`src/gpx_consts.svh`:
```
// register offsets, field positions, reset values and timing for the port 6 gpio block
// ==========================================================================
`ifndef GPX_CONSTS_SVH
`define GPX_CONSTS_SVH
// ==========================================================================
// byte addresses
`define GPX_ADDR_W 32
`define GPX_OFS_CFG 32'hFFF83060
`define GPX_OFS_DIR 32'hFFF83064
`define GPX_OFS_DOUT 32'hFFF83068
`define GPX_OFS_DIN 32'hFFF8306C
`define GPX_OFS_DBNC 32'hFFF83070
`define GPX_OFS_XCFG 32'hFFF83074
`define GPX_OFS_XSTAT 32'hFFF83078
// ==========================================================================
// field positions
`define GPX_PINS 12
`define GPX_OE_LSB 0
`define GPX_PU_LSB 16
`define GPX_DBSEL_LSB 4
`define GPX_DBSEL_W 3
`define GPX_FUNC_GPIO 2'h0
`define GPX_TRIG_LOW 2'h0
`define GPX_TRIG_HIGH 2'h1
`define GPX_TRIG_FALL 2'h2
`define GPX_TRIG_RISE 2'h3
`define GPX_IRQ_CHANNEL 31
// ==========================================================================
// reset values and filter length
`define GPX_RST_ZERO 32'h00000000
`define GPX_FILTER_SAMPLES 3
`endif

```
`src/gpx_pkg.sv`:
```
// types shared by the port 6 gpio block
`default_nettype none
package gpx_pkg;
    // one extended interrupt's configuration nibble
    typedef struct packed {
        logic enable;
        logic filter_en;
        logic [1:0] trig;
    } gpx_xcfg_type;
    // register bus request
    typedef struct packed {
        logic [31:0] addr;
        logic [31:0] wdata;
        logic wr;
        logic rd;
    } gpx_req_type;
    // state of a debounce filter
    typedef enum logic [1:0] {
        GPX_F_IDLE = 2'b00,
        GPX_F_COUNT = 2'b01
    } gpx_filt_type;
endpackage
`default_nettype wire

```
`src/gpx_debounce.sv`:
```
// shared debounce divider and per-input filters
`default_nettype none
`include "gpx_consts.svh"
module gpx_debounce #(
    parameter int N = 6,
    parameter int SAMPLES = `GPX_FILTER_SAMPLES
) (
    // clock and reset
    input wire logic clk,
    input wire logic rst_n,
    // control
    input wire logic [2:0] div_sel,
    input wire logic [N-1:0] filter_en,
    // inputs and filtered outputs
    input wire logic [N-1:0] raw,
    output logic [N-1:0] clean
);
    // free running divider; bit k toggles at clk/2^(k+1)
    logic [7:0] div_r;
    logic tick_r;
    logic [N-1:0] stable_r;
    logic [1:0] cnt_r [N];
    // sample tick once per 2^div_sel clocks
    always_ff @(posedge clk or negedge rst_n)
    begin
        if (!rst_n)
        begin
            div_r <= 8'h00;
            tick_r <= 1'b0;
        end
        else
        begin
            div_r <= div_r + 8'h01;
            tick_r <= ((div_r & ((8'h01 << div_sel) - 8'h01)) == 8'h00);
        end
    end
    // a new level is accepted after SAMPLES equal ticks; bypassed when off
    always_ff @(posedge clk or negedge rst_n)
    begin
        if (!rst_n)
        begin
            // inputs idle high, so no false level or edge follows reset
            stable_r <= '1;
            for (int i = 0; i < N; i++)
                cnt_r[i] <= 2'h0;
        end
        else
        begin
            for (int i = 0; i < N; i++)
            begin
                if (!filter_en[i])
                begin
                    stable_r[i] <= raw[i];
                    cnt_r[i] <= 2'h0;
                end
                else if (raw[i] == stable_r[i])
                    cnt_r[i] <= 2'h0;
                else if (tick_r)
                begin
                    if (cnt_r[i] == 2'(SAMPLES - 1))
                    begin
                        stable_r[i] <= raw[i];
                        cnt_r[i] <= 2'h0;
                    end
                    else
                        cnt_r[i] <= cnt_r[i] + 2'h1;
                end
            end
        end
    end
    assign clean = stable_r;
endmodule
`default_nettype wire

```
`src/gpx_edge.sv`:
```
// trigger detector for one extended interrupt
`default_nettype none
`include "gpx_consts.svh"
module gpx_edge (
    // clock and reset
    input wire logic clk,
    input wire logic rst_n,
    // filtered level and trigger type
    input wire logic level,
    input wire logic [1:0] trig,
    // one cycle per detected condition, or held for levels
    output logic hit
);
    logic prev_r;
    // previous level for edge compare
    always_ff @(posedge clk or negedge rst_n)
    begin
        if (!rst_n)
            prev_r <= 1'b1;
        else
            prev_r <= level;
    end
    // trigger select
    always_comb
    begin
        case (trig)
            `GPX_TRIG_LOW: hit = !level;
            `GPX_TRIG_HIGH: hit = level;
            `GPX_TRIG_FALL: hit = prev_r && !level;
            `GPX_TRIG_RISE: hit = !prev_r && level;
            default: hit = 1'b0;
        endcase
    end
endmodule
`default_nettype wire

```
`src/gpx_port6.sv`:
```
// port 6 gpio with debounced external requests and extended interrupts
//
// Added by the designer: the plain strobed port.
`default_nettype none
`include "gpx_consts.svh"
module gpx_port6 #(
    parameter int PINS = `GPX_PINS
) (
    // clock and reset
    input wire logic ref_clk,
    input wire logic arst_n,
    // register port
    input wire logic [31:0] reg_addr,
    input wire logic [31:0] reg_wdata,
    input wire logic reg_wr,
    input wire logic reg_rd,
    output logic [31:0] reg_rdata,
    // port pins
    input wire logic [PINS-1:0] pin_in,
    output logic [PINS-1:0] pin_out,
    output logic [PINS-1:0] pin_oe,
    output logic [PINS-1:0] pin_pullup,
    // external request inputs and wait pin
    input wire logic [3:0] external_request_n,
    input wire logic wait_request_pin_n,
    // filtered request levels to the rest of the chip
    output logic [3:0] request_filtered_n,
    // interrupt controller channel request
    output logic irq_channel_req
);
    // ======================================================================
    // reset synchroniser
    logic rst_meta_r;
    logic rst_n_r;
    always_ff @(posedge ref_clk or negedge arst_n)
    begin
        if (!arst_n)
        begin
            rst_meta_r <= 1'b0;
            rst_n_r <= 1'b0;
        end
        else
        begin
            rst_meta_r <= 1'b1;
            rst_n_r <= rst_meta_r;
        end
    end

    // ======================================================================
    // registers
    logic [2*PINS-1:0] func_sel_r; // pin_function_select
    logic [PINS-1:0] output_enable_bits_r;
    logic [PINS-1:0] pullup_enable_bits_r;
    logic [PINS-1:0] output_value_bits_r;
    logic [2:0] debounce_divider_select_r;
    logic [3:0] request_filter_enable_r;
    gpx_pkg::gpx_xcfg_type xcfg_a_r; // extended interrupt a (pin 0)
    gpx_pkg::gpx_xcfg_type xcfg_b_r; // extended interrupt b (wait pin)
    logic ext_irq_a_flag_r;
    logic ext_irq_b_flag_r;
    logic [PINS-1:0] pin_level_r; // sampled pin levels
    gpx_pkg::gpx_req_type req;

    assign req = '{addr: reg_addr, wdata: reg_wdata, wr: reg_wr, rd: reg_rd};

    // decode helper used by every write and read
    function automatic logic hit_addr(input logic [31:0] a, input logic [31:0] ofs);
        hit_addr = (a == ofs);
    endfunction

    // configuration writes
    always_ff @(posedge ref_clk or negedge rst_n_r)
    begin
        if (!rst_n_r)
        begin
            func_sel_r <= '0;
            output_enable_bits_r <= '0;
            pullup_enable_bits_r <= '0;
            output_value_bits_r <= '0;
            debounce_divider_select_r <= 3'h0;
            request_filter_enable_r <= 4'h0;
            xcfg_a_r <= '0;
            xcfg_b_r <= '0;
        end
        else if (req.wr)
        begin
            if (hit_addr(req.addr, `GPX_OFS_CFG))
                func_sel_r <= req.wdata[2*PINS-1:0];
            if (hit_addr(req.addr, `GPX_OFS_DIR))
            begin
                output_enable_bits_r <= req.wdata[`GPX_OE_LSB +: PINS];
                pullup_enable_bits_r <= req.wdata[`GPX_PU_LSB +: PINS];
            end
            if (hit_addr(req.addr, `GPX_OFS_DOUT))
                output_value_bits_r <= req.wdata[PINS-1:0];
            if (hit_addr(req.addr, `GPX_OFS_DBNC))
            begin
                debounce_divider_select_r <= req.wdata[`GPX_DBSEL_LSB +: `GPX_DBSEL_W];
                request_filter_enable_r <= req.wdata[3:0];
            end
            if (hit_addr(req.addr, `GPX_OFS_XCFG))
            begin
                xcfg_b_r <= req.wdata[7:4];
                xcfg_a_r <= req.wdata[3:0];
            end
        end
    end

    // ======================================================================
    // pin drive: enable only in gpio function
    logic [PINS-1:0] gpio_mode;
    always_comb
    begin
        for (int i = 0; i < PINS; i++)
            gpio_mode[i] = (func_sel_r[2*i +: 2] == `GPX_FUNC_GPIO);
    end

    always_ff @(posedge ref_clk or negedge rst_n_r)
    begin
        if (!rst_n_r)
        begin
            pin_out <= '0;
            pin_oe <= '0;
            pin_pullup <= '0;
            pin_level_r <= '0;
        end
        else
        begin
            pin_oe <= output_enable_bits_r & gpio_mode;
            pin_out <= output_value_bits_r;
            pin_pullup <= pullup_enable_bits_r;
            pin_level_r <= pin_in;
        end
    end

    // ======================================================================
    // shared debouncer: four requests, then interrupt a, then b
    logic [5:0] raw_levels;
    logic [5:0] clean_levels;
    assign raw_levels = {wait_request_pin_n, pin_in[0], external_request_n};
    gpx_debounce #(.N(6), .SAMPLES(`GPX_FILTER_SAMPLES)) u_dbnc (
        .clk(ref_clk),
        .rst_n(rst_n_r),
        .div_sel(debounce_divider_select_r),
        .filter_en({xcfg_b_r.filter_en, xcfg_a_r.filter_en, request_filter_enable_r}),
        .raw(raw_levels),
        .clean(clean_levels)
    );

    // trigger detection for each extended interrupt
    logic hit_a;
    logic hit_b;
    gpx_edge u_edge_a (
        .clk(ref_clk),
        .rst_n(rst_n_r),
        .level(clean_levels[4]),
        .trig(xcfg_a_r.trig),
        .hit(hit_a)
    );
    gpx_edge u_edge_b (
        .clk(ref_clk),
        .rst_n(rst_n_r),
        .level(clean_levels[5]),
        .trig(xcfg_b_r.trig),
        .hit(hit_b)
    );

    // ======================================================================
    // sticky flags: write zero clears, a same-cycle hit wins
    logic clr_a;
    logic clr_b;
    assign clr_a = req.wr && hit_addr(req.addr, `GPX_OFS_XSTAT) && !req.wdata[0];
    assign clr_b = req.wr && hit_addr(req.addr, `GPX_OFS_XSTAT) && !req.wdata[1];
    always_ff @(posedge ref_clk or negedge rst_n_r)
    begin
        if (!rst_n_r)
        begin
            ext_irq_a_flag_r <= 1'b0;
            ext_irq_b_flag_r <= 1'b0;
        end
        else
        begin
            if (hit_a)
                ext_irq_a_flag_r <= 1'b1;
            else if (clr_a)
                ext_irq_a_flag_r <= 1'b0;
            if (hit_b)
                ext_irq_b_flag_r <= 1'b1;
            else if (clr_b)
                ext_irq_b_flag_r <= 1'b0;
        end
    end

    // ======================================================================
    // wired-or channel request and filtered request levels
    always_ff @(posedge ref_clk or negedge rst_n_r)
    begin
        if (!rst_n_r)
        begin
            irq_channel_req <= 1'b0;
            request_filtered_n <= 4'hF;
        end
        else
        begin
            irq_channel_req <= (xcfg_a_r.enable && ext_irq_a_flag_r)
                || (xcfg_b_r.enable && ext_irq_b_flag_r);
            request_filtered_n <= clean_levels[3:0];
        end
    end

    // ======================================================================
    // read data, one cycle after the strobe; unmapped reads zero
    always_ff @(posedge ref_clk or negedge rst_n_r)
    begin
        if (!rst_n_r)
            reg_rdata <= `GPX_RST_ZERO;
        else if (req.rd)
        begin
            reg_rdata <= `GPX_RST_ZERO;
            if (hit_addr(req.addr, `GPX_OFS_CFG))
                reg_rdata <= 32'(func_sel_r);
            else if (hit_addr(req.addr, `GPX_OFS_DIR))
                reg_rdata <= (32'(pullup_enable_bits_r) << `GPX_PU_LSB)
                    | 32'(output_enable_bits_r);
            else if (hit_addr(req.addr, `GPX_OFS_DOUT))
                reg_rdata <= 32'(output_value_bits_r);
            else if (hit_addr(req.addr, `GPX_OFS_DIN))
                reg_rdata <= 32'(pin_level_r);
            else if (hit_addr(req.addr, `GPX_OFS_DBNC))
                reg_rdata <= {25'h0, debounce_divider_select_r, request_filter_enable_r};
            else if (hit_addr(req.addr, `GPX_OFS_XCFG))
                reg_rdata <= {24'h0, xcfg_b_r, xcfg_a_r};
            else if (hit_addr(req.addr, `GPX_OFS_XSTAT))
                reg_rdata <= {30'h0, ext_irq_b_flag_r, ext_irq_a_flag_r};
        end
        else
            reg_rdata <= `GPX_RST_ZERO;
    end
endmodule
`default_nettype wire

```
`config.mk`:
```
export PLATFORM = sky130hd
export DESIGN_NAME = gpx_port6
export DESIGN_NICKNAME = d
export VERILOG_FILES = /design/src/gpx_pkg.sv /design/src/gpx_debounce.sv /design/src/gpx_edge.sv /design/src/gpx_port6.sv
export VERILOG_INCLUDE_DIRS = /design/src
export SDC_FILE = /design/constraint.sdc
export NUM_CORES = 1
export LEC_CHECK = 0
export BUFFER_PORTS_ARGS = -buffer_cell sky130_fd_sc_hd__buf_2
export CORE_MARGIN = 2
export CORE_UTILIZATION = 35
export CTS_BUF_LIST = sky130_fd_sc_hd__clkbuf_4 sky130_fd_sc_hd__clkbuf_8
export CTS_CLUSTER_SIZE = 8
export DETAILED_ROUTE_END_ITERATION = 10
export GPL_TIMING_DRIVEN = 0
export SYNTH_ARGS = -nofsm -noshare
export SYNTH_HDL_FRONTEND = slang
export SYNTH_SLANG_ARGS = --single-unit
export TNS_END_PERCENT = 30
```
`constraint.sdc`:
```
create_clock -name ref_clk -period 13.2 [get_ports ref_clk]
set_clock_uncertainty 0.1 [all_clocks]
set_input_delay 0 -clock ref_clk [delete_from_list [all_inputs] [get_ports ref_clk]]
set_output_delay 0 -clock ref_clk [all_outputs]
set_load 0.05 [all_outputs]
```
Word level (Yosys, flattened, before mapping)
Index checks and enable logic that the tools add are counted.
{"block": "totals", "ff_bits": 193, "output_inout_bits": 73}
{"block": "classes", "add_sub_neg": 8, "n_eq_ne": 49, "shift": 1, "mux": 62, "bitwise_logic": 3, "n_reduce_logical": 44}
{"operator": "$eq A32 B32 Y1 const B", "n": 7}
{"operator": "$mux W28", "n": 2}
{"operator": "$mux W2", "n": 25}
{"operator": "$mux W32", "n": 1}
{"operator": "$logic_not A2 Y1", "n": 14}
{"operator": "$mux W1", "n": 28}
{"operator": "$or A28 B12 Y28", "n": 1}
{"operator": "$mux W12", "n": 2}
{"operator": "$ne A2 B1 Y1 const B", "n": 12}
{"operator": "$eq A2 B2 Y1 const B", "n": 10}
{"operator": "$ne A3 B1 Y1 const B", "n": 6}
{"operator": "$reduce_and A3 Y1", "n": 6}
{"operator": "$mux W8", "n": 2}
{"operator": "$add A2 B1 Y2 const B", "n": 6}
{"operator": "$and A12 B12 Y12", "n": 1}
{"operator": "$ne A2 B2 Y1 const B", "n": 6}
{"operator": "$reduce_and A2 Y1", "n": 5}
{"operator": "$logic_and A1 B1 Y1", "n": 9}
{"operator": "$add A8 B1 Y8 const B", "n": 1}
{"operator": "$and A8 B8 Y8", "n": 1}
{"operator": "$logic_not A8 Y1", "n": 1}
{"operator": "$pmux W1 S4", "n": 2}
{"operator": "$shl A1 B3 Y8 const A", "n": 1}
{"operator": "$sub A8 B1 Y8 const B", "n": 1}
{"operator": "other kinds (5)", "n": 17}

Logic depth before layout (Yosys ltp)
{"block": "logic_depth", "ltp_word": 9, "mapped_depth": 8, "ltp_nobuf": 7}

Cells and area by module
Synthesis repeated with hierarchy kept, for this count alone.
{"block": "hier_totals", "cells_unflattened": 544, "hier_area_um2": 7524.7}
{"module": "gpx_port6", "instances": 1, "cells_per_inst": 405, "area_per_inst_um2": 6088.3, "seq_area_each_um2": 4008.8}
{"module": "gpx_debounce", "instances": 1, "cells_per_inst": 129, "area_per_inst_um2": 1331.3, "seq_area_each_um2": 658.1}
{"module": "gpx_edge", "instances": 2, "cells_per_inst": 5, "area_per_inst_um2": 52.6, "seq_area_each_um2": 26.3}

Worst setup path after synthesis
OpenSTA, ideal clock, no wires.
{"block": "synth_path", "kind": "register to register", "start": "reg debounce_divider_select_r[2]", "end": "reg u_dbnc.tick_r", "setup_time_ps": 94, "arrival_ps": 1756, "t_required_ps": 13006, "setup_slack_ps": 11250, "stages_incl_launch_ff": 8, "synth_period_minus_slack_ps": 1950, "path_cell_list": "dfrtp_1 -> clkbuf_1 -> or3_1 -> ha_1 -> xnor2_1 -> a21oi_1 -> o2111ai_1 -> a211oi_1"}
{"block": "synth_via", "elab_chain_len": 4}
{"element": "from (decl)", "line_no": "gpx_port6.sv:55", "text": "logic [2:0] debounce_divider_select_r;"}
{"element": "from (signal assigned)", "line_no": "gpx_port6.sv:98", "text": "debounce_divider_select_r <= req.wdata[`GPX_DBSEL_LSB +: `GPX_DBSEL_W];"}
{"element": "$shl A1 B3 Y8", "line_no": "gpx_debounce.sv:34", "text": "tick_r <= ((div_r & ((8'h01 << div_sel) - 8'h01)) == 8'h00);"}
{"element": "$sub A8 B1 Y8", "line_no": "gpx_debounce.sv:34"}
{"element": "$and A8 B8 Y8", "line_no": "gpx_debounce.sv:34"}
{"element": "$logic_not A8 Y1", "line_no": "gpx_debounce.sv:34"}
{"element": "to (signal assigned)", "line_no": "gpx_debounce.sv:34"}
{"element": "to (decl)", "line_no": "gpx_debounce.sv:20", "text": "logic tick_r;"}
Every way passes these cells.
A chain may end at the register's enable or synchronous reset.

Worst setup path after layout
{"block": "layout_path", "start": "in reg_addr[8]", "end": "reg reg_rdata[7]"}
{"block": "layout_via", "elab_chain_len": 8}
{"element": "from (decl)", "line_no": "gpx_port6.sv:13", "text": "input wire logic [31:0] reg_addr,"}
{"element": "$eq A32 B32 Y1", "line_no": "gpx_port6.sv:68", "text": "hit_addr = (a == ofs);"}
{"element": "$mux W8", "line_no": "gpx_port6.sv:231", "text": "else if (hit_addr(req.addr, `GPX_OFS_XCFG))"}
{"element": "$mux W8", "line_no": "gpx_port6.sv:229", "text": "else if (hit_addr(req.addr, `GPX_OFS_DBNC))"}
{"element": "$mux W12", "line_no": "gpx_port6.sv:227", "text": "else if (hit_addr(req.addr, `GPX_OFS_DIN))"}
{"element": "$mux W12", "line_no": "gpx_port6.sv:225", "text": "else if (hit_addr(req.addr, `GPX_OFS_DOUT))"}
{"element": "$mux W28", "line_no": "gpx_port6.sv:222", "text": "else if (hit_addr(req.addr, `GPX_OFS_DIR))"}
{"element": "$mux W28 *", "line_no": "gpx_port6.sv:220", "text": "if (hit_addr(req.addr, `GPX_OFS_CFG))"}
{"element": "$mux W32 *", "line_no": "gpx_port6.sv:217", "text": "else if (req.rd)"}
{"element": "to (signal assigned)", "line_no": "gpx_port6.sv:221", "text": "reg_rdata <= 32'(func_sel_r);"}
{"element": "to (signal assigned)", "line_no": "gpx_port6.sv:223", "text": "reg_rdata <= (32'(pullup_enable_bits_r) << `GPX_PU_LSB)"}
{"element": "to (signal assigned)", "line_no": "gpx_port6.sv:226", "text": "reg_rdata <= 32'(output_value_bits_r);"}
{"element": "to (decl)", "line_no": "gpx_port6.sv:17", "text": "output logic [31:0] reg_rdata,"}
Mark *: on every way between the ends. The rest lies on a longest branch, timed or not.

==> impl_results.md <==
- Share of flip-flops with an asynchronous set or reset: 1.00
- Setup_tns: 0 ps
- Initial DRC count: slightly below 200
- Clock Tree Root: clkbuf_8
- RR Endpoint: u_dbnc.tick_r
- Hold_sp: reg_addr[0]
- H-tree levels: 4
- Global placement routability congestion: approximately 0.80
- Synth-to-layout area growth: 29.0%
- Gr ovfl total: 0
- Ports: approximately 160
- CP cell instances: dlygate4sd3_1 -> buf_2 -> or4_4 -> dlygate4sd3_1 -> nor4_4 -> buf_4 -> nand2_1 -> a2111oi_0 -> dlygate4sd3_1
- Number of nets with antenna violations after routing: 0
- Slowest CP cell: dlygate4sd3_1
- RSZ-0062 raised after global routing: false
- Top reg by flops: reg_rdata
- Max Clk Rate: roughly 310 MHz
- Sw frac: 0.259
- Final min period: around 3200 ps
- Seq pwr share: 0.562
- Outcome: completed
- Ant. Diodes: 0
- Post-synth EDFFs: 0
- Reg2reg start: debounce_divider_select_r[2]
- Latest clock arrival within the worst-skew pair: about 470 ps
- Post-CTS Setup Inserts: 0
- Max Cap Violations: 0
- Top Registers: reg_rdata (28), func_sel_r (24)
- CTS max path bufs: 2
- Port Buffer Count: between 100 and 150
- Setup violators final: 0
- Num rows: between 50 and 60
- Cell area power density: ~110 nW/um2
- Cells after Synth: 551
- Sequential share of the synthesized area: 0.629
- R2R setup slack: 11000 ps
- Fin cells: about 1100
- Worst slew pin tran: roughly 830 ps
- Cell Int Power: 0.000771 W
- Initial Utilization: 0.357
- Critical Path RT: ~14000 ps
- Dpl cell area: between 8000 and 9000 um2
- Multi-input gate area: roughly 2600 um2
- Final Instance Area: about 9700 um2
- Final period utilization: 0.243
- Flops & latches, synth: around 190
- Initial antenna violation count: 1
- Max-slew violations: 0
- Fraction of layout cells with a size suffix above 1: 0.385
- DP Cell Count: a little under 1000
- Fillers: 1917
- Total leakage power: a little under 5 nW
- Startpoint Class: input pin
- Core area: ~21000 um2
- Hold depth: 5
- CTS clk-pin slew, worst paths: 110 ps
- R2R cell count: 7
- Total CTS buffers: 17
- DRC Markers: 0
- # hold bufs at CTS: around 60
- CP dominant cell by count: dlygate4sd3_1
- Final Total Pwr: 0.00104 W
- Post-synth top flop: dfrtp_1
- Number of global-route vias before repair: ~5300
- Worst Hold Class: input pin to flip-flop
- Via/cell ratio: roughly 4.8
- Routed via count: approximately 5100
- Core Util, Final: 0.461
- First-pass GRT wire length: 28200 um
- Die Y: around 150 um
- Total Wirelength: ~18000 um
- Combinational share of power: 0.061
- CTS Sinks: between 150 and 200
- TritonRoute pass-1 iters: 4
- Part of the power in the clock network: 0.376
- Number of flip-flops in the largest register: 28
- Synth unique cells: 57
- WHS Endpoint: reg_rdata[1]
- Gates resized, CTS repair: 0
- Relative slew slack: 0.444
- GRT Util Overall: 0.165
- Layout net count: just under 900
- Wire per inst: roughly 17 um
- Critical Path Fanout Max: 10
- CTS tree: yes
- Max VDD drop: between 0.05 and 0.06 mV
- Die footprint: around 23000 um2
- CP Capture Type: flip-flop
- Chip width: around 150 um
- Synth Area per Inst: roughly 14 um2
- Kind of critical path: input pin to flip-flop
- Yosys warnings: 0
- Switching pwr: between 0.0002 and 0.0003 W
- Max incr delay on CP: about 610 ps
- DPL Wire Length: roughly 13000 um
- Hold Violations, Final: 0
- Netlist Area Pre-Place: about 7500 um2
- Storage cell area: 4720 um2
- Largest net degree at the start of global routing: between 60 and 70
- Crit path DAT: 3530 ps
==> worst max path at each step <==
stage,startpoint,end
CTS,reg_addr[8],reg_rdata[7]
finish,reg_addr[8],reg_rdata[7]
global placement,rst_n_r,pin_oe[1]
detailed placement,reg_addr[4],pullup_enable_bits_r[8]
floorplan,rst_n_r,debounce_divider_select_r[0]
global route,reg_addr[8],reg_rdata[7]
==> critical path: cells and delay by family <==
kind / cells / cell delay [ps]
AOI/OAI and AO/OA: 1 / 400
buffers and inverters: 5 / 2110
and+or+nand+nor: 3 / 1020
==> Yosys cell counts (all sizes together) (3+ instances only) <==
library cell,n,share of area
a21boi,3,0.0030
a21oi,21,0.014
a31oi,5,0.0042
and2,6,0.0050
and3,10,0.0083
buf,16,0.017
clkbuf,8,0.0040
dfrtp,176,0.59
dfstp,12,0.042
inv,7,0.0035
mux2,81,0.12
mux2i,20,0.027
mux4,4,0.012
nand2,32,0.016
nand3,5,0.0033
nand3b,7,0.0070
nand4,8,0.0083
nor2,32,0.016
nor2b,9,0.0075
nor3,16,0.012
nor3b,13,0.013
nor4,3,0.0065
o21ai,10,0.0067
o221a,5,0.0075
or4,4,0.0045
xnor2,4,0.0047
xor2,8,0.0093
==> power by group through the flow <==
stage	Clock, W	Sequential (W)	Combinational [W]
final	0.000392	0.000585	0.0000640
after floorplan	0	0.000604	0.0000164
after CTS	0.000400	0.000586	0.0000649
after global placement	0	0.000606	0.0000394
after detailed placement	0	0.000597	0.0000515
after global routing	0.000428	0.000586	0.0000703
==> metal layers <==
layer | wire length [um] | global-route usage | vias to the layer above
met5 | 13 | 0 | -
met4 | 297 | 0.0495 | 2
met3 | 772 | 0.0379 | 17
met2 | 8900 | 0.272 | 124
met1 | 8070 | 0.219 | 2582
li1 | - | - | 2423
==> layout by cell type (no fill, tap or decap), types with 6 or more instances in the layout <==
master / synthesis / routed
clkbuf_1: 8 / 8
xor2_1: 8 / 8
dlygate4sd3_1: 0 / 59
nor3b_1: 13 / 13
and2_1: 6 / 6
nand3b_1: 7 / 7
buf_2: 5 / 154
nor2b_1: 9 / 9
and3_1: 10 / 10
nor2_1: 32 / 32
nand2_1: 32 / 32
clkbuf_8: 0 / 17
a21oi_1: 21 / 21
o21ai_0: 10 / 10
nor3_1: 15 / 15
dfstp_2: 12 / 12
inv_1: 7 / 7
nand4_1: 6 / 6
dfrtp_1: 176 / 175
mux2i_1: 20 / 20
mux2_2: 80 / 80
==> area by class of cell <==
| type | count | share of cell area |
|---|---|---|
| Buffer | 24 | 0.0160 |
| Clock buffer | 17 | 0.0242 |
| Clock inverter | 15 | 0.0181 |
| Inverter | 8 | 0.00310 |
| Multi-Input combinational cell | 334 | 0.270 |
| Sequential cell | 188 | 0.488 |
| Tap cell | 275 | 0.0355 |
| Timing Repair Buffer | 211 | 0.146 |
==> logic make-up (layout without fill, tap and decap cells) <==
family | Yosys count | after routing | share of synthesized area
DFF | 188 | 188 | 0.629
and+or+nand+nor | 154 | 154 | 0.119
muxes | 105 | 105 | 0.160
AOI/OAI and AO/OA | 56 | 56 | 0.0490
buffers and inverters | 32 | 275 | 0.0247
xor gates and xnor gates | 12 | 12 | 0.0140
adders and majority gates | 2 | 2 | 0.00333
other | 2 | 5 | 0.00100
==> metrics by stage <==
stage / hold slack (ps) / setup WS [ps]
after floorplan: -396 / 7490
after global placement: -315 / 5300
after detailed placement: -312 / 10800
after CTS: 22.1 / 10060
after global routing: 33.2 / 9900
final: 39.7 / 9990
Power figures use the tool's default switching activity.
